--- config.mk ---
export PLATFORM = sky130hd
export DESIGN_NAME = ssic_top
export DESIGN_NICKNAME = d
export VERILOG_FILES = /design/src/rtl/ssic_pkg.sv /design/src/rtl/ssic_top.sv /design/src/rtl/ssic_prio_pick.sv
export VERILOG_INCLUDE_DIRS = /design/src /design/src/rtl
export SDC_FILE = /design/constraint.sdc
export NUM_CORES = 1
export LEC_CHECK = 0
export BUFFER_PORTS_ARGS = -buffer_cell sky130_fd_sc_hd__buf_2
export CORE_ASPECT_RATIO = 0.5
export CORE_MARGIN = 4
export CORE_UTILIZATION = 25
export CTS_CLUSTER_SIZE = 14
export DETAILED_ROUTE_END_ITERATION = 6
export SLEW_MARGIN = 20
export SYNTH_ARGS = -nofsm -noshare
export SYNTH_HDL_FRONTEND = slang
export SYNTH_SLANG_ARGS = --single-unit
--- constraint.sdc ---
create_clock -name clock -period 2 [get_ports clock]
set_clock_uncertainty 0.1 [all_clocks]
set_input_delay 0.1 -clock clock [delete_from_list [all_inputs] [get_ports clock]]
set_output_delay 0.1 -clock clock [all_outputs]
set_load 0.03 [all_outputs]
--- src/rtl/ssic_defs.svh ---
`ifndef SSIC_DEFS_SVH
`define SSIC_DEFS_SVH
// Special-function addresses
`define SSIC_EXT_IRQ_CTL_ADDR 8'hc0
`define SSIC_EXT_IRQ_CTL_BIT_BASE 8'hc0
`define SSIC_IRQ_ENABLE_ADDR 8'ha8
`define SSIC_IRQ_PRIO_ADDR 8'hb8
`define SSIC_TIMER_CTL_ADDR 8'h88
`define SSIC_POWER_CTL_ADDR 8'h87
// Field positions of the added control register
`define SSIC_IRQ2_EDGE_SEL 0
`define SSIC_IRQ2_FLAG 1
`define SSIC_IRQ2_EN 2
`define SSIC_IRQ2_PRIO_HIGH 3
`define SSIC_IRQ3_EDGE_SEL 4
`define SSIC_IRQ3_FLAG 5
`define SSIC_IRQ3_EN 6
`define SSIC_IRQ3_PRIO_HIGH 7
// Timer-control and power-control fields
`define SSIC_TIMER_CTL_REG_IT0 0
`define SSIC_TIMER_CTL_REG_IE0 1
`define SSIC_TIMER_CTL_REG_IT1 2
`define SSIC_TIMER_CTL_REG_IE1 3
`define SSIC_IDLE_REQ_BIT 0
`define SSIC_POWERDOWN_REQ_BIT 1
// Reset values
`define SSIC_CTL_RESET 8'h00
// Vectors in polling order
`define SSIC_VEC_EXT0 8'h03
`define SSIC_VEC_TMR0 8'h0b
`define SSIC_VEC_EXT1 8'h13
`define SSIC_VEC_TMR1 8'h1b
`define SSIC_VEC_SER 8'h23
`define SSIC_VEC_EXT2 8'h33
`define SSIC_VEC_EXT3 8'h3b
`define SSIC_NUM_SRC 7
`endif

--- src/rtl/ssic_pkg.sv ---
package ssic_pkg;
   // Register access from the core
   typedef struct packed {
      logic wr;
      logic bit_wr;
      logic [7:0] addr;
      logic [7:0] wdata;
      logic bit_val;
   } ssic_sfr_req_type;
   // Vector request to the core
   typedef struct packed {
      logic req;
      logic [7:0] vector;
      logic [2:0] src;
   } ssic_vec_type;
   typedef enum logic [1:0] {
      SSIC_RUN = 2'b00,
      SSIC_IDLE = 2'b01,
      SSIC_PDOWN = 2'b11
   } ssic_pwr_type;
endpackage

--- src/rtl/ssic_top.sv ---
`timescale 1ns/100ps
`include "ssic_defs.svh"
// Behaviour
// - The added control register sits at 0C0H and every bit except the flag bits 1 and 5 in level mode can be set or cleared alone.
// - A bit set aimed at address 0C2H sets the interrupt-2 enable.
// - Each added interrupt goes to the high level when its priority bit is set, else low.
// - An added interrupt is taken only while its enable bit is set.
// - Trigger bit set means falling edge, clear means low level, on the pin.
// - In edge mode the flag is set on the edge and cleared when the core vectors to it.
// - Interrupts 2 and 3 come from port bits 2 and 3 when in alternate use.
// - Seven sources in two levels, each placed by its own priority bit.
// - Within one level the order is ext0, tmr0, ext1, tmr1, serial, ext2, ext3.
// - Vectors are 03H, 0BH, 13H, 1BH, 23H, 33H, 3BH in that order.
// - Enable bits 0..4 gate the standard sources; timer-control bits 0 and 2 pick trigger.
// - The idle bit stops the core clock; any enabled interrupt not blocked by a routine in progress, or reset, ends idle.
// - The power-down bit stops all clocks; only reset ends it.
// - Reset clears the interrupt control registers to zero.
module ssic_top (
   // Clock and reset
   input wire logic clock,
   input wire logic nrst,
   // Core register access and handshake
   input wire ssic_pkg::ssic_sfr_req_type sfr,
   input wire logic vec_ack,
   input wire logic reti,
   input wire logic [2:0] std_flags,
   // Pins
   input wire logic ext_irq0_pin,
   input wire logic ext_irq1_pin,
   input wire logic [3:0] nibble_port,
   input wire logic [1:0] alt_fn_en,
   // Results
   output ssic_pkg::ssic_vec_type vec,
   output logic [7:0] ext_irq_ctl,
   output logic core_clk_en,
   output logic osc_run
);
   import ssic_pkg::*;
   ////////////////////////////////////////////////////////////////////
   logic [7:0] irq_enable_reg;
   logic [7:0] prio_reg;
   logic [3:0] timer_ctl_reg;
   ssic_pwr_type pwr;
   logic [3:0] pin_s1;
   logic [3:0] pin_s2;
   logic [3:0] pin_d;
   logic [1:0] active;
   logic [1:0] lvl_stack;
   logic [6:0] pend;
   logic [6:0] prio_high;
   logic found;
   logic [2:0] pick_src;
   logic pick_high;
   logic [3:0] fall;
   logic [7:0] next_ctl;
   logic [3:0] next_timer_ctl_reg;
   logic ctl_byte_wr;
   logic ctl_bit_wr;
   logic [2:0] bit_idx;
   logic pc_wr;
   logic [3:0] lvl;
   logic clr_ext0;
   logic clr_ext1;
   logic clr_ext2;
   logic clr_ext3;
   logic take;
   logic [7:0] pick_vec;
   function automatic logic [7:0] vec_of(input logic [2:0] s);
      logic [7:0] v;
      v = `SSIC_VEC_EXT0;
      unique case (s)
         3'h0: v = `SSIC_VEC_EXT0;
         3'h1: v = `SSIC_VEC_TMR0;
         3'h2: v = `SSIC_VEC_EXT1;
         3'h3: v = `SSIC_VEC_TMR1;
         3'h4: v = `SSIC_VEC_SER;
         3'h5: v = `SSIC_VEC_EXT2;
         3'h6: v = `SSIC_VEC_EXT3;
         default: v = `SSIC_VEC_EXT0;
      endcase
      return v;
   endfunction
   ////////////////////////////////////////////////////////////////////
   // Pin synchronisers; pins are asynchronous to the clock
   always_ff @(posedge clock or negedge nrst) begin
      if (!nrst) begin
         pin_s1 <= 4'hf;
         pin_s2 <= 4'hf;
         pin_d <= 4'hf;
      end else begin
         pin_s1 <= {nibble_port[3], nibble_port[2], ext_irq1_pin, ext_irq0_pin};
         pin_s2 <= pin_s1;
         pin_d <= pin_s2;
      end
   end
   // Port bits act as general I/O unless alternate use is on
   assign lvl = {~pin_s2[3] & alt_fn_en[1], ~pin_s2[2] & alt_fn_en[0],
      ~pin_s2[1], ~pin_s2[0]};
   assign fall = pin_d & ~pin_s2 & {alt_fn_en, 2'b11};
   ////////////////////////////////////////////////////////////////////
   // Register decode
   assign ctl_byte_wr = sfr.wr && sfr.addr == `SSIC_EXT_IRQ_CTL_ADDR;
   assign ctl_bit_wr = sfr.bit_wr &&
      sfr.addr[7:3] == 5'(`SSIC_EXT_IRQ_CTL_BIT_BASE >> 3);
   assign bit_idx = sfr.addr[2:0];
   assign pc_wr = sfr.wr && sfr.addr == `SSIC_POWER_CTL_ADDR;
   assign take = found && !vec.req && pwr != SSIC_PDOWN;
   assign pick_vec = vec_of(pick_src);
   assign clr_ext0 = vec_ack && vec.src == 3'h0 && timer_ctl_reg[`SSIC_TIMER_CTL_REG_IT0];
   assign clr_ext1 = vec_ack && vec.src == 3'h2 && timer_ctl_reg[`SSIC_TIMER_CTL_REG_IT1];
   assign clr_ext2 = vec_ack && vec.src == 3'h5 && ext_irq_ctl[`SSIC_IRQ2_EDGE_SEL];
   assign clr_ext3 = vec_ack && vec.src == 3'h6 && ext_irq_ctl[`SSIC_IRQ3_EDGE_SEL];
   // Next value of the added register: write, then clear, then set wins
   always_comb begin
      next_ctl = ext_irq_ctl;
      if (ctl_byte_wr) begin
         next_ctl = sfr.wdata;
      end
      if (ctl_bit_wr) begin
         next_ctl[bit_idx] = sfr.bit_val;
      end
      if (clr_ext2) begin
         next_ctl[`SSIC_IRQ2_FLAG] = 1'b0;
      end
      if (clr_ext3) begin
         next_ctl[`SSIC_IRQ3_FLAG] = 1'b0;
      end
      // Level mode flag follows the pin; edge mode latches
      next_ctl[`SSIC_IRQ2_FLAG] = next_ctl[`SSIC_IRQ2_EDGE_SEL] ?
         (next_ctl[`SSIC_IRQ2_FLAG] | fall[2]) : lvl[2];
      next_ctl[`SSIC_IRQ3_FLAG] = next_ctl[`SSIC_IRQ3_EDGE_SEL] ?
         (next_ctl[`SSIC_IRQ3_FLAG] | fall[3]) : lvl[3];
   end
   // Standard external flags live in the timer-control copy
   always_comb begin
      next_timer_ctl_reg = timer_ctl_reg;
      if (sfr.wr && sfr.addr == `SSIC_TIMER_CTL_ADDR) begin
         next_timer_ctl_reg = sfr.wdata[3:0];
      end
      if (clr_ext0) begin
         next_timer_ctl_reg[`SSIC_TIMER_CTL_REG_IE0] = 1'b0;
      end
      if (clr_ext1) begin
         next_timer_ctl_reg[`SSIC_TIMER_CTL_REG_IE1] = 1'b0;
      end
      next_timer_ctl_reg[`SSIC_TIMER_CTL_REG_IE0] = next_timer_ctl_reg[`SSIC_TIMER_CTL_REG_IT0] ?
         (next_timer_ctl_reg[`SSIC_TIMER_CTL_REG_IE0] | fall[0]) : lvl[0];
      next_timer_ctl_reg[`SSIC_TIMER_CTL_REG_IE1] = next_timer_ctl_reg[`SSIC_TIMER_CTL_REG_IT1] ?
         (next_timer_ctl_reg[`SSIC_TIMER_CTL_REG_IE1] | fall[1]) : lvl[1];
   end
   // Gated pending set in polling order
   assign pend = {ext_irq_ctl[`SSIC_IRQ3_FLAG] & ext_irq_ctl[`SSIC_IRQ3_EN],
      ext_irq_ctl[`SSIC_IRQ2_FLAG] & ext_irq_ctl[`SSIC_IRQ2_EN],
      std_flags[2] & irq_enable_reg[4], std_flags[1] & irq_enable_reg[3],
      timer_ctl_reg[`SSIC_TIMER_CTL_REG_IE1] & irq_enable_reg[2],
      std_flags[0] & irq_enable_reg[1],
      timer_ctl_reg[`SSIC_TIMER_CTL_REG_IE0] & irq_enable_reg[0]}
      & {7{irq_enable_reg[7]}};
   assign prio_high = {ext_irq_ctl[`SSIC_IRQ3_PRIO_HIGH], ext_irq_ctl[`SSIC_IRQ2_PRIO_HIGH],
      prio_reg[4:0]};
   ssic_prio_pick u_pick (
      .pend(pend),
      .prio_high(prio_high),
      .active(active),
      .found(found),
      .src(pick_src),
      .level_high(pick_high)
   );
   ////////////////////////////////////////////////////////////////////
   // Control registers; all clear at reset
   always_ff @(posedge clock or negedge nrst) begin
      if (!nrst) begin
         ext_irq_ctl <= `SSIC_CTL_RESET;
         irq_enable_reg <= `SSIC_CTL_RESET;
         prio_reg <= `SSIC_CTL_RESET;
         timer_ctl_reg <= 4'h0;
      end else begin
         ext_irq_ctl <= next_ctl;
         timer_ctl_reg <= next_timer_ctl_reg;
         if (sfr.wr && sfr.addr == `SSIC_IRQ_ENABLE_ADDR) begin
            irq_enable_reg <= sfr.wdata;
         end
         if (sfr.wr && sfr.addr == `SSIC_IRQ_PRIO_ADDR) begin
            prio_reg <= sfr.wdata;
         end
      end
   end
   // Vector request holds until the core acknowledges
   always_ff @(posedge clock or negedge nrst) begin
      if (!nrst) begin
         vec <= '0;
         active <= 2'b00;
         lvl_stack <= 2'b00;
      end else begin
         if (take) begin
            vec <= '{req: 1'b1, vector: pick_vec, src: pick_src};
            lvl_stack <= {1'b0, pick_high};
         end else if (vec_ack) begin
            vec.req <= 1'b0;
         end
         // A return in the cycle of a new offer must not be lost
         if (vec_ack) begin
            active[lvl_stack[0]] <= 1'b1;
         end else if (reti) begin
            // Return closes the highest routine in progress
            if (active[1]) begin
               active[1] <= 1'b0;
            end else begin
               active[0] <= 1'b0;
            end
         end
      end
   end
   // Power modes: any enabled request not blocked by a routine in progress ends idle, only reset ends power-down
   always_ff @(posedge clock or negedge nrst) begin
      if (!nrst) begin
         pwr <= SSIC_RUN;
         core_clk_en <= 1'b1;
         osc_run <= 1'b1;
      end else begin
         if (pwr != SSIC_PDOWN && pc_wr && sfr.wdata[`SSIC_POWERDOWN_REQ_BIT]) begin
            pwr <= SSIC_PDOWN;
            core_clk_en <= 1'b0;
            osc_run <= 1'b0;
         end else if (pwr == SSIC_RUN && pc_wr && sfr.wdata[`SSIC_IDLE_REQ_BIT]) begin
            pwr <= SSIC_IDLE;
            core_clk_en <= 1'b0;
         end else if (pwr == SSIC_IDLE && found) begin
            pwr <= SSIC_RUN;
            core_clk_en <= 1'b1;
         end
      end
   end
   ////////////////////////////////////////////////////////////////////
   chk_pdown_sticky: assert property (@(posedge clock) disable iff (!nrst)
      pwr == SSIC_PDOWN |=> pwr == SSIC_PDOWN && !osc_run)
      else $error("power-down left without reset");
   chk_idle_wake: assert property (@(posedge clock) disable iff (!nrst)
      pwr == SSIC_IDLE && found |=> core_clk_en)
      else $error("idle not ended by request");
   chk_vec_map: assert property (@(posedge clock) disable iff (!nrst)
      $rose(vec.req) |-> vec.vector == {vec.src + 3'(vec.src > 3'h4), 3'h3})
      else $error("vector mismatch");
   chk_low_no_preempt: assert property (@(posedge clock) disable iff (!nrst)
      take && active != 2'b00 |-> prio_high[pick_src] && !active[1])
      else $error("low request preempted");
   chk_enable_gate: assert property (@(posedge clock) disable iff (!nrst)
      take && pick_src == 3'h5 |-> ext_irq_ctl[`SSIC_IRQ2_EN])
      else $error("disabled source taken");
   chk_edge_clear: assert property (@(posedge clock) disable iff (!nrst)
      clr_ext2 && !fall[2] && !ctl_bit_wr && !ctl_byte_wr
      |=> !ext_irq_ctl[`SSIC_IRQ2_FLAG])
      else $error("edge flag not cleared");
   chk_bit_set: assert property (@(posedge clock) disable iff (!nrst)
      sfr.bit_wr && sfr.addr == 8'hc2 && sfr.bit_val |=> ext_irq_ctl[`SSIC_IRQ2_EN])
      else $error("bit set missed");
   chk_poll_order: assert property (@(posedge clock) disable iff (!nrst)
      take && pend[0] && prio_high[0] == pick_high |-> pick_src == 3'h0)
      else $error("polling order broken");
   cov_idle_wake: cover property (@(posedge clock) disable iff (!nrst)
      pwr == SSIC_IDLE ##1 pwr == SSIC_RUN);
   cov_preempt: cover property (@(posedge clock) disable iff (!nrst)
      take && active[0]);
   cov_ext3: cover property (@(posedge clock) disable iff (!nrst)
      take && pick_src == 3'h6);
endmodule

--- src/rtl/ssic_prio_pick.sv ---
`timescale 1ns/100ps
`include "ssic_defs.svh"
// Fixed polling order inside a level, high level first
module ssic_prio_pick (
   // Requests
   input wire logic [6:0] pend,
   input wire logic [6:0] prio_high,
   input wire logic [1:0] active,
   // Choice
   output logic found,
   output logic [2:0] src,
   output logic level_high
);
   import ssic_pkg::*;
   logic [6:0] hi_req;
   logic [6:0] lo_req;
   logic hi_ok;
   logic lo_ok;
   function automatic logic [2:0] first_set(input logic [6:0] v);
      logic [2:0] r;
      r = 3'h0;
      for (int i = 6; i >= 0; i--) begin
         if (v[i]) begin
            r = 3'(i);
         end
      end
      return r;
   endfunction
   // Low never preempts any routine; high only preempts low
   assign hi_req = pend & prio_high;
   assign lo_req = pend & ~prio_high;
   assign hi_ok = (|hi_req) && !active[1];
   assign lo_ok = (|lo_req) && (active == 2'b00);
   assign found = hi_ok || lo_ok;
   assign level_high = hi_ok;
   assign src = hi_ok ? first_set(hi_req) : first_set(lo_req);
endmodule

# Word level (Yosys, flattened, before mapping)
# Cells that the tools add are included.
word_totals:
  output_inout_bits: 22
  reg_bits: 56
  elab_cells: 143
  inputBits: 34
classes:
  n_eq_ne: 18
  order_cmp: 4
  bitwise: 25
  n_mux: 43
  reduce_logical: 37
op_table:
  columns: ["cell", "n"]
  rows:
  - ["2-to-1 mux 3 bit", 15]
  - ["equality test 8 bit (second input constant)", 5]
  - ["one-hot mux 6 bit (6 select lines)", 1]
  - ["logical AND 1 bit", 25]
  - ["AND 7 bit", 3]
  - ["2-to-1 mux 1 bit", 16]
  - ["2-to-1 mux 8 bit", 2]
  - ["equality test 3 bit (second input constant)", 5]
  - ["OR reduction 7 bit", 2]
  - ["2-to-1 mux 2 bit", 5]
  - ["AND 1 bit", 9]
  - ["equality test 3 x 2 -> 1 bit (second input constant)", 3]
  - ["AND 4 bit", 2]
  - ["bitwise mux 8 bit", 1]
  - ["NOT 7 bit", 1]
  - ["equality test 5 bit (second input constant)", 1]
  - ["zero test 2 bit", 2]
  - ["less-than comparator 3 x 4 -> 1 bit (second input constant)", 1]
  - ["2-to-1 mux 4 bit", 1]
  - ["inequality test 2 bit (second input constant)", 2]
  - ["NOT 1 bit", 4]
  - ["NOT 4 bit", 1]
  - ["OR 1 bit", 4]
  - ["nonzero test 2 bit", 2]
  - ["13 further kinds", 14]

# Logic depth before layout (Yosys ltp)
# Gate-level depths: netlist of the first run.
logic_depth:
  depth_word: 13
  depth_mapped: 9

# Modules after synthesis
# Synthesis of the first run repeated with hierarchy kept, for this count alone.
hier_totals:
  hier_cells: 243
  area_unflattened_um2: 2568.7
by_module_without_submodules:
  columns: ["module", "n_inst", "cells_each", "area_per_inst_um2", "seq_area_each_um2"]
  rows:
  - ["ssic_top", 1, 206, 2319.7, 1268.7]
  - ["ssic_prio_pick", 1, 37, 249.0, 0.0]

# Worst setup path after synthesis of the first run
# OpenSTA, ideal clock, no wires.
synth_path:
  kind: "reg-to-reg"
  from: "reg ext_irq_ctl[3]"
  to: "reg vec[0] in the netlist's numbering"
  stages_incl_launch_ff: 7
  path_buffers: 1
  t_arrival_ps: 1640
  period_less_slack_ps: 1865
  t_required_ps: 1775
  path_slack_ps: 135
  cell_sequence: "dfrtp_1 nand4b_1 o211ai_1 o21ai_0 o21ai_0 buf_4 mux2_2"
synth_via:
  elab_chain_len: 9
synth_lines:
  columns: ["item", "line_no", "text"]
  rows:
  - ["start, declared", "ssic_top.sv:34", "output logic [7:0] ext_irq_ctl,"]
  - ["start signal, assigned", "ssic_top.sv:173", "ext_irq_ctl <= `SSIC_CTL_RESET;"]
  - ["start signal, assigned", "ssic_top.sv:178", "ext_irq_ctl <= next_ctl;"]
  - ["NOT 7 bit", "ssic_prio_pick.sv:31", "assign lo_req = pend & ~prio_high;"]
  - ["AND 7 bit", "ssic_prio_pick.sv:31", null]
  - ["2-to-1 mux 3 bit (6 in series)", "ssic_prio_pick.sv:23", "if (v[i]) begin"]
  - ["2-to-1 mux 3 bit", "ssic_prio_pick.sv:36", "assign src = hi_ok ? first_set(hi_req) : first_set(lo_req);"]
  - ["end signal, assigned", "ssic_top.sv:196", "vec <= '{req: 1'b1, vector: pick_vec, src: pick_src};"]
  - ["end, declared", "ssic_top.sv:33", "output ssic_pkg::ssic_vec_type vec,"]
# Several ways; a longest one is shown, not always the timed one.
# A chain may end at the register's enable or synchronous reset.

# Worst setup path after layout of the first run
layout_path:
  from: "reg irq_enable_reg[7]"
  to: "reg vec[0] in the netlist's numbering"
layout_via:
  elab_chain_len: 9
layout_lines:
  columns: ["item", "line_no", "text"]
  rows:
  - ["start, declared", "ssic_top.sv:40", "logic [7:0] irq_enable_reg;"]
  - ["start signal, assigned", "ssic_top.sv:174", "irq_enable_reg <= `SSIC_CTL_RESET;"]
  - ["start signal, assigned", "ssic_top.sv:181", "irq_enable_reg <= sfr.wdata;"]
  - ["AND 7 bit *", "ssic_top.sv:152", "assign pend = {ext_irq_ctl[`SSIC_IRQ3_FLAG] & ext_irq_ctl[`SSIC_IRQ3_EN],"]
  - ["AND 7 bit (on tied branches)", "ssic_prio_pick.sv:31, ssic_prio_pick.sv:30", null]
  - ["2-to-1 mux 3 bit (6 in series)", "ssic_prio_pick.sv:23", null]
  - ["2-to-1 mux 3 bit", "ssic_prio_pick.sv:36", null]
# Mark *: on every way between the ends. The rest lies on a longest branch, timed or not.

==> impl_results.md, run 1 <==
- Final Setup Violations: 0
- H-tree Lvls: 2
- Root buffer cell: clkbuf_16
- Routed wire per std cell: 13.2 microns
- Synth Register Bits: 50
- Switch share: 24.6%
- Number of synthesized flops with an enable pin: 0
- Register Area: 0.00127 sq mm
- ANT nets after route: 0
- Worst-path cell chain: buf_4, nand4_1, nand4_1, nor2_1, o21ai_0, buf_4, mux2_2
- # rows: 25
- Comb power frac: 11.3%
- Cell variety after synth: 48
- P&R area growth vs syn: 29.5%
- Num ports: 56
- Crit start category: register
- Core area: 0.00954 sq mm
- CTS sink count: 50
- PwrDens: 694 mW/mm^2
- Final cell count without fillers: 439
- Max Clock Freq: 0.528 GHz
- Sequential Power Share: 50.3%
- Initial DRC count: 115
- Critical path's slowest cell: dfrtp_1
- Warnings, synthesis: 0
- Sequential fraction of the synthesis area: 51.3%
- WP data arrival: 1.97 ns
- CTS tree: yes
- Relative slew slack: 62.8%
- Die Ht: 78.3 microns
- Fin nets: 337
- Critical Path Max Stage Delay: 0.36 ns
- Synthesized area: 0.00247 sq mm
- Layout fillers: 973
- Dpl ws: 0.0927 ns
- Max cap viols: 0
- Crit. End Element: register
- Final Util: 33.6%
- Effective utilization at floorplan: 25.9%
- Ant. Diodes: 0
- Minimum clock period: 1.90 ns
- Die Width: 149 microns
- Ys flop type: dfrtp_1
- Layout cell share with drive strength beyond 1: 38.2%
- DR DRC count: 0
- Mean Syn Cell Area: 10.8 sq um
- Drt pass-1 iters: 4
- Net Switching: 0.548 mW
- Antenna violations before repair: 0
- Via count: 1962
- Clock Pin Slew Worst Setup and Hold Paths: 0.07 ns
- Total wire length: 5800 microns
- Max FO, Critical Path: 12
- Largest net degree at the start of global routing: 26
- Syn Inst Count: 228
- Final Worst Setup Slack: 0.105 ns
- Crit path kind: register to register
- FFs w/ async S/R, synth: 100%
- Slew Viols, Final: 0
- Lkg Pwr: 1.56 nW
- Grt total ovfl: 0
- Worst EP required: 2.08 ns
- Dpl cells: 424
- Post-DP HPWL: 4520 microns
- Placer Congestion: 0.896
- Post-CTS Setup Repair Bufs: 0
- Port Buf Inserts: 50
- Worst-Skew Late Latency: 0.29 ns
- Status: finished, final reports clean
- CTS buffer count: 5
- Hold Fails Final Rpt: 0
- Int Pwr: 1.68 mW
- IR drop worst, VDD: 0.349 mV
- Slew @ Worst Pin: 0.558 ns
- Multi-input gate area in the final layout: 0.00111 sq mm
- Post-DR vias/cell: 4.47
- Final worst-path cycle share: 94.8%
- Number of global-route vias before repair: 1885
- GRT Overall Usage: 10.4%
- Clk pwr share: 38.4%
- CTS Buffer Depth: 2
- Die area: 0.0116 sq mm
- Hold Crit Class: primary input to register
- First-pass GRT wire length: 9630 microns
-- synthesized netlist by cell type, types with 2 or more instances --
cell       n  area [sq um]
inv_1     11          41.3
dfstp_2   14           368
nand4b_1   6          52.6
o21ai_1    2          10.0
nand3b_1   2          15.0
nor3_1     3          15.0
nor3b_1    3          22.5
a21oi_1    5          25.0
buf_2      3          15.0
dfrtp_1   36           901
mux2_2    15           169
nand2_1   23          86.3
o21ai_0   18          90.1
o32ai_1    2          17.5
mux2i_1   13           130
nand3_1    4          20.0
a31oi_1    6          37.5
nor4b_1    2          17.5
nand4_1    9          56.3
and4_1     5          43.8
buf_4      5          37.5
buf_6      2          22.5
nor2_1    10          37.5
nor2b_1    5          31.3
-- cells by family after synthesis --
kind of cell / share of synthesized area (%)
mux: 12.5
flops: 51.3
compound gates: 10.9
other cells: 0.152
simple gates: 20.3
buf+inv: 4.86
-- through the flow --
step                      TNS [ns]  total power, mW  hold WS [ns]  cell area [sq um]
final                            0             2.22        0.0212               3200
after global placement           0             1.37        0.0193               2970
after global routing       -0.0116             2.32        0.0159               3200
after detailed placement         0             1.38        0.0222               2970
after floorplan                  0             1.26        -0.296               2480
after CTS                        0             2.25       0.00661               3190
-- cell type report --
type	instances	area share (%)
Inverter	11	1.29
Sequential cell	50	39.6
Clock inverter	1	0.156
Clock buffer	7	4.45
Timing Repair Buffer	77	14.7
Multi-Input combinational cell	158	34.5
Tap cell	135	5.27
-- power by group through the flow --
stage	Combinational, mW	Sequential (mW)	Clock (mW)
floorplan	0.103	1.16	0
global placement	0.239	1.13	0
detailed placement	0.242	1.14	0
CTS	0.253	1.12	0.880
global route	0.278	1.13	0.920
finish	0.251	1.12	0.854
-- per-layer routing --
metal | vias to the layer above | global-route usage, % | wire length [microns]
met5 | - | 0 | 0
met3 | 7 | 2.08 | 209
met4 | 0 | 2.76 | 67
met2 | 33 | 16.6 | 2750
met1 | 943 | 14.5 | 2770
li1 | 979 | - | -
-- repair_timing --
item                                    4_1_cts  5_1_grt
endpoints found under the setup margin        0        6
hold endpoints to repair                     26        0
hold buffers                                  7        0
resized for setup                             0        5
-- worst max-delay path: cells and delay by family, from the launching register on --
kind / cells / cell delay, ns
flops: 1 / 0.36
compound gates: 1 / 0.17
mux: 1 / 0.33
simple gates: 3 / 0.45
buf+inv: 2 / 0.37
-- cell usage in the layout (no fill, tap or decap), types with 2 or more instances in the layout --
| cell type | Yosys | routed |
|---|---|---|
| buf_2 | 3 | 50 |
| dfrtp_1 | 36 | 36 |
| nand2_1 | 23 | 23 |
| buf_4 | 5 | 20 |
| o21ai_0 | 18 | 16 |
| mux2_2 | 15 | 15 |
| dfstp_2 | 14 | 14 |
| mux2i_1 | 13 | 13 |
| inv_1 | 11 | 11 |
| nor2_1 | 10 | 10 |
| nand4_1 | 9 | 9 |
| dlygate4sd3_1 | 0 | 7 |
| nand4b_1 | 6 | 6 |
| a31oi_1 | 6 | 6 |
| nor2b_1 | 5 | 5 |
| and4_1 | 5 | 5 |
| a21oi_1 | 5 | 5 |
| clkbuf_16 | 0 | 5 |
| nor3_1 | 3 | 3 |
| nor3b_1 | 3 | 3 |
| nand3_1 | 4 | 3 |
| o21ai_1 | 2 | 3 |
| conb_1 | 1 | 3 |
| nand3b_1 | 2 | 2 |
| nor4b_1 | 2 | 2 |
| o32ai_1 | 2 | 2 |
-- path summary, 6_finish.rpt --
| check | startpoint | end | slack, ns | cells past startpoint |
|---|---|---|---|---|
| max in group asynchronous | nrst | pin_d[1] | 0.88 | 3 |
| min reg2reg | pin_s1[0] | pin_s2[0] | 0.26 | 0 |
| min in group asynchronous | nrst | active[1] | 0.23 | 2 |
| min | sfr[5] | prio_reg[4] | 0.02 | 2 |
| max | irq_enable_reg[7] | vec[0] | 0.10 | 7 |
| max reg2reg | irq_enable_reg[7] | vec[0] | 0.10 | 7 |
Power figures use the tool's default switching activity.
==> run 2, diff against run 1 <==
- ABC_AREA: unset -> 1
- SETUP_SLACK_MARGIN: unset -> 0.3
==> impl_results.md, run 2 <==
- # rows: 25 (unchanged)
- Number of global-route vias before repair: 2249 (+19%)
- Ys flop type: dfrtp_1
- WP data arrival: 1.80 ns (-0.17 ns)
- Top cells by area, synth: dfrtp_1 35%, dfstp_2 14%, nand2_1 14%
- Number of synthesized flops with an enable pin: 0 (unchanged)
- Most frequent cells in the layout: 90 x nand2_1, 50 x buf_2, 44 x inv_1, 35 x dfrtp_1, 21 x nor2_1
- Area share of the largest cell type after synthesis: 35.1% (-1.3 points)
- Slew @ Worst Pin: 0.561 ns (+0.00329 ns)
- Via count: 2311 (+18%)
- Crit path kind: register to register
- Top cell by count, worst path: nand2_4
- Post-Synth XOR/XNOR Area: 0% (unchanged)
- Mean Syn Cell Area: 7.99 sq um (-26%)
- Total wire length: 6300 microns (+8.6%)
- Effective utilization at floorplan: 26.4% (+0.43 points)
- Largest net degree at the start of global routing: 29 (+12%)
- Routed wire per std cell: 11.8 microns (-10%)
- P&R area growth vs syn: 33.2%
- FFs w/ async S/R, synth: 100% (unchanged)
- Critical path's slowest cell: dfrtp_2
- Final worst-path cycle share: 86.8% (-7.9 points)
- Final Setup Violations: 0 (unchanged)
- First-pass GRT wire length: 10500 microns (+9.4%)
- Clock Pin Slew Worst Setup and Hold Paths: 0.06 ns (about the same)
- Max Clock Freq: 0.576 GHz (+9.2%)
- CTS tree: yes
- Minimum clock period: 1.74 ns (-0.159 ns)
- IR drop worst, VDD: 0.420 mV (+20%)
- Synth area leader: dfrtp_1
- Post-synthesis adder-cell area fraction: 0% (unchanged)
- Num ports: 56 (unchanged)
- Status: finished, final reports clean
- DR DRC count: 0 (unchanged)
- Placer Congestion: 0.815 (-9.1%)
- Slew Viols, Final: 0 (unchanged)
- Dpl ws: -0.00444 ns (-0.0971 ns)
- Max FO, Critical Path: 5 (-7)
- Relative slew slack: 62.6% (-0.22 points)
- Drt pass-1 iters: 4 (unchanged)
- Layout cell share with drive strength beyond 1: 29.2% (-8.9 points)
- Tot Pwr: 2.44 mW (+9.8%)
- Grt total ovfl: 0 (unchanged)
- GRT Overall Usage: 11.0% (+0.57 points)
- Synth cell count leaders: 93 x nand2_1, 44 x inv_1, 36 x dfrtp_1, 26 x nor2_1, 20 x o21ai_0
- Ant. Diodes: 0 (unchanged)
- Post-DP HPWL: 4810 microns (+6.5%)
- PwrDens: 715 mW/mm^2 (+3.0%)
- CTS Buffer Depth: 2 (unchanged)
- Hold Fails Final Rpt: 0 (unchanged)
- Bufs and invs on worst path: 2 (unchanged)
- Critical Path Max Stage Delay: 0.44 ns (+0.08 ns)
- Warnings, synthesis: 0 (unchanged)
- Hold WS: 0.0173 ns (-0.00392 ns)
- Post-synthesis compound-gate area fraction: 10.5% (-0.33 points)
- CTS buffer count: 5 (unchanged)
- Crit. End Element: register
- Lkg Pwr: 1.72 nW (+11%)
- Die Width: 151 microns (+1.7%)
- Synthesized area: 0.00256 sq mm (+3.6%)
- ANT nets after route: 0 (unchanged)
- Initial DRC count: 83 (-28%)
- Antenna violations before repair: 0 (unchanged)
- Die Ht: 79.6 microns (+1.6%)
- Worst-path cell chain: buf_4, nand4_2, nand2_4, nor2_4, nand2_1, nand2_2, nand2_4, nand2_8, inv_4, or2_1
- Top Family by Delay on Critical Path: simple AND/OR/NAND/NOR gates
- Core area: 0.00973 sq mm (+2.0%)
- Post-DR vias/cell: 4.34 (-2.8%)
- Hold Crit Class: primary input to register
- Final Worst Setup Slack: 0.263 ns (+0.159 ns)
- Syn Inst Count: 321 (+41%)
- Crit start category: register
- RSZ-0062 raised after global routing: true
- Largest family of logic cells by synthesized area: simple AND/OR/NAND/NOR gates
- Port Buf Inserts: 50 (unchanged)
- CTS sink count: 50 (unchanged)
- Fin nets: 430 (+28%)
- Root buffer cell: clkbuf_16
- Die area: 0.0120 sq mm (+3.4%)
- Worst-Skew Late Latency: 0.28 ns (about the same)
- Cell variety after synth: 37 (-23%)
- Share of synthesized cell area in and, or, nand and nor gates: 30.5% (+10 points)
- Most common cell after layout, fill and taps aside: nand2_1
- Multiplexer share of the synthesized area: 0.439% (-12 points)
- Sequential fraction of the synthesis area: 49.5% (-1.8 points)
- Synth Register Bits: 50 (unchanged)
- Worst EP required: 2.07 ns (about the same)
- Max cap viols: 0 (unchanged)
- H-tree Lvls: 2 (unchanged)
- Most frequent cell after synthesis: nand2_1
-- run 2: cell types whose count changed in the layout (fill, tap and decap cells not counted), sizes merged, moves of 6 or more --
| cell | before | now |
|---|---|---|
| nand2 | 23 | 100 |
| inv | 11 | 45 |
| nor2 | 11 | 27 |
| mux2 | 16 | 1 |
| mux2i | 13 | 0 |
| nand3 | 4 | 17 |
| nand4 | 9 | 17 |
| nand4b | 7 | 0 |
| buf | 70 | 64 |
| o21ai | 20 | 26 |
-- run 2: timing repair --
item | CTS | global route
cloned | 1 | 0
setup endpoints to repair | 11 | 11
hold endpoints to repair | 28 | 0
pin swaps | 4 | 11
buffers inserted | 9 | 1
hold buffers | 9 | 0
gates resized for setup | 8 | 16
-- run 2: cell type report --
cell class,count,area [sq um]
flip-flops and latches,50,1270
inverters,45,171
well taps,135,169
repair buffers,73,474
multi-input cells,221,1160
clock buffers,5,125
clock inverters,3,40.0
fillers,1001,6310
-- run 2: routing by layer --
layer	GRT usage, %	wire (microns)	vias up
met1	14.1	2940	1083
met2	18.4	3060	24
met5	0	0	-
met3	1.70	134	13
li1	-	-	1191
met4	4.88	157	0
-- run 2: kinds of logic (layout without fill, tap and decap cells) --
kind of cell,after synthesis,in the layout
other,1,3
buffers and inverters,53,126
and+or+nand+nor,170,171
DFF,50,50
AOI/OAI and AO/OA,46,46
muxes,1,1
-- run 2: per-stage QoR --
stage	TNS, ns	utilization, %	instance area (sq um)	instances
CTS	0	34.4	3340	531
global route	0	35.1	3410	532
detailed placement	-0.00476	30.6	2970	504
floorplan	0	-	2570	323
finish	0	35.1	3410	532
global placement	0	30.6	2970	504
-- run 2: final timing paths --
kind | startpoint | end | slack (ns) | cells after the start
max | irq_enable_reg[7] | vec[4] | 0.26 | 10
max in group asynchronous | nrst | osc_run | 0.94 | 3
min reg2reg | pin_s1[0] | pin_s2[0] | 0.26 | 0
min in group asynchronous | nrst | ext_irq_ctl[5] | 0.24 | 2
max reg2reg | irq_enable_reg[7] | vec[4] | 0.26 | 10
min | alt_fn_en[1] | ext_irq_ctl[5] | 0.02 | 5
-- run 2: worst register-to-register path, stage by stage, from the launching register on --
cell and delay, ns:
dfrtp_2 0.44, buf_4 0.16, nand4_2 0.09, nand2_4 0.08, nor2_4 0.12, nand2_1 0.07, nand2_2 0.11, nand2_4 0.11
nand2_8 0.09, inv_4 0.04, or2_1 0.21
-- run 2: report_power, final --
| part | total, mW | switching, mW | internal [mW] |
|---|---|---|---|
| Sequential | 1.16 | 0.0687 | 1.09 |
| Combinational | 0.353 | 0.225 | 0.128 |
| Clock | 0.930 | 0.345 | 0.585 |
| Total | 2.44 | 0.639 | 1.80 |
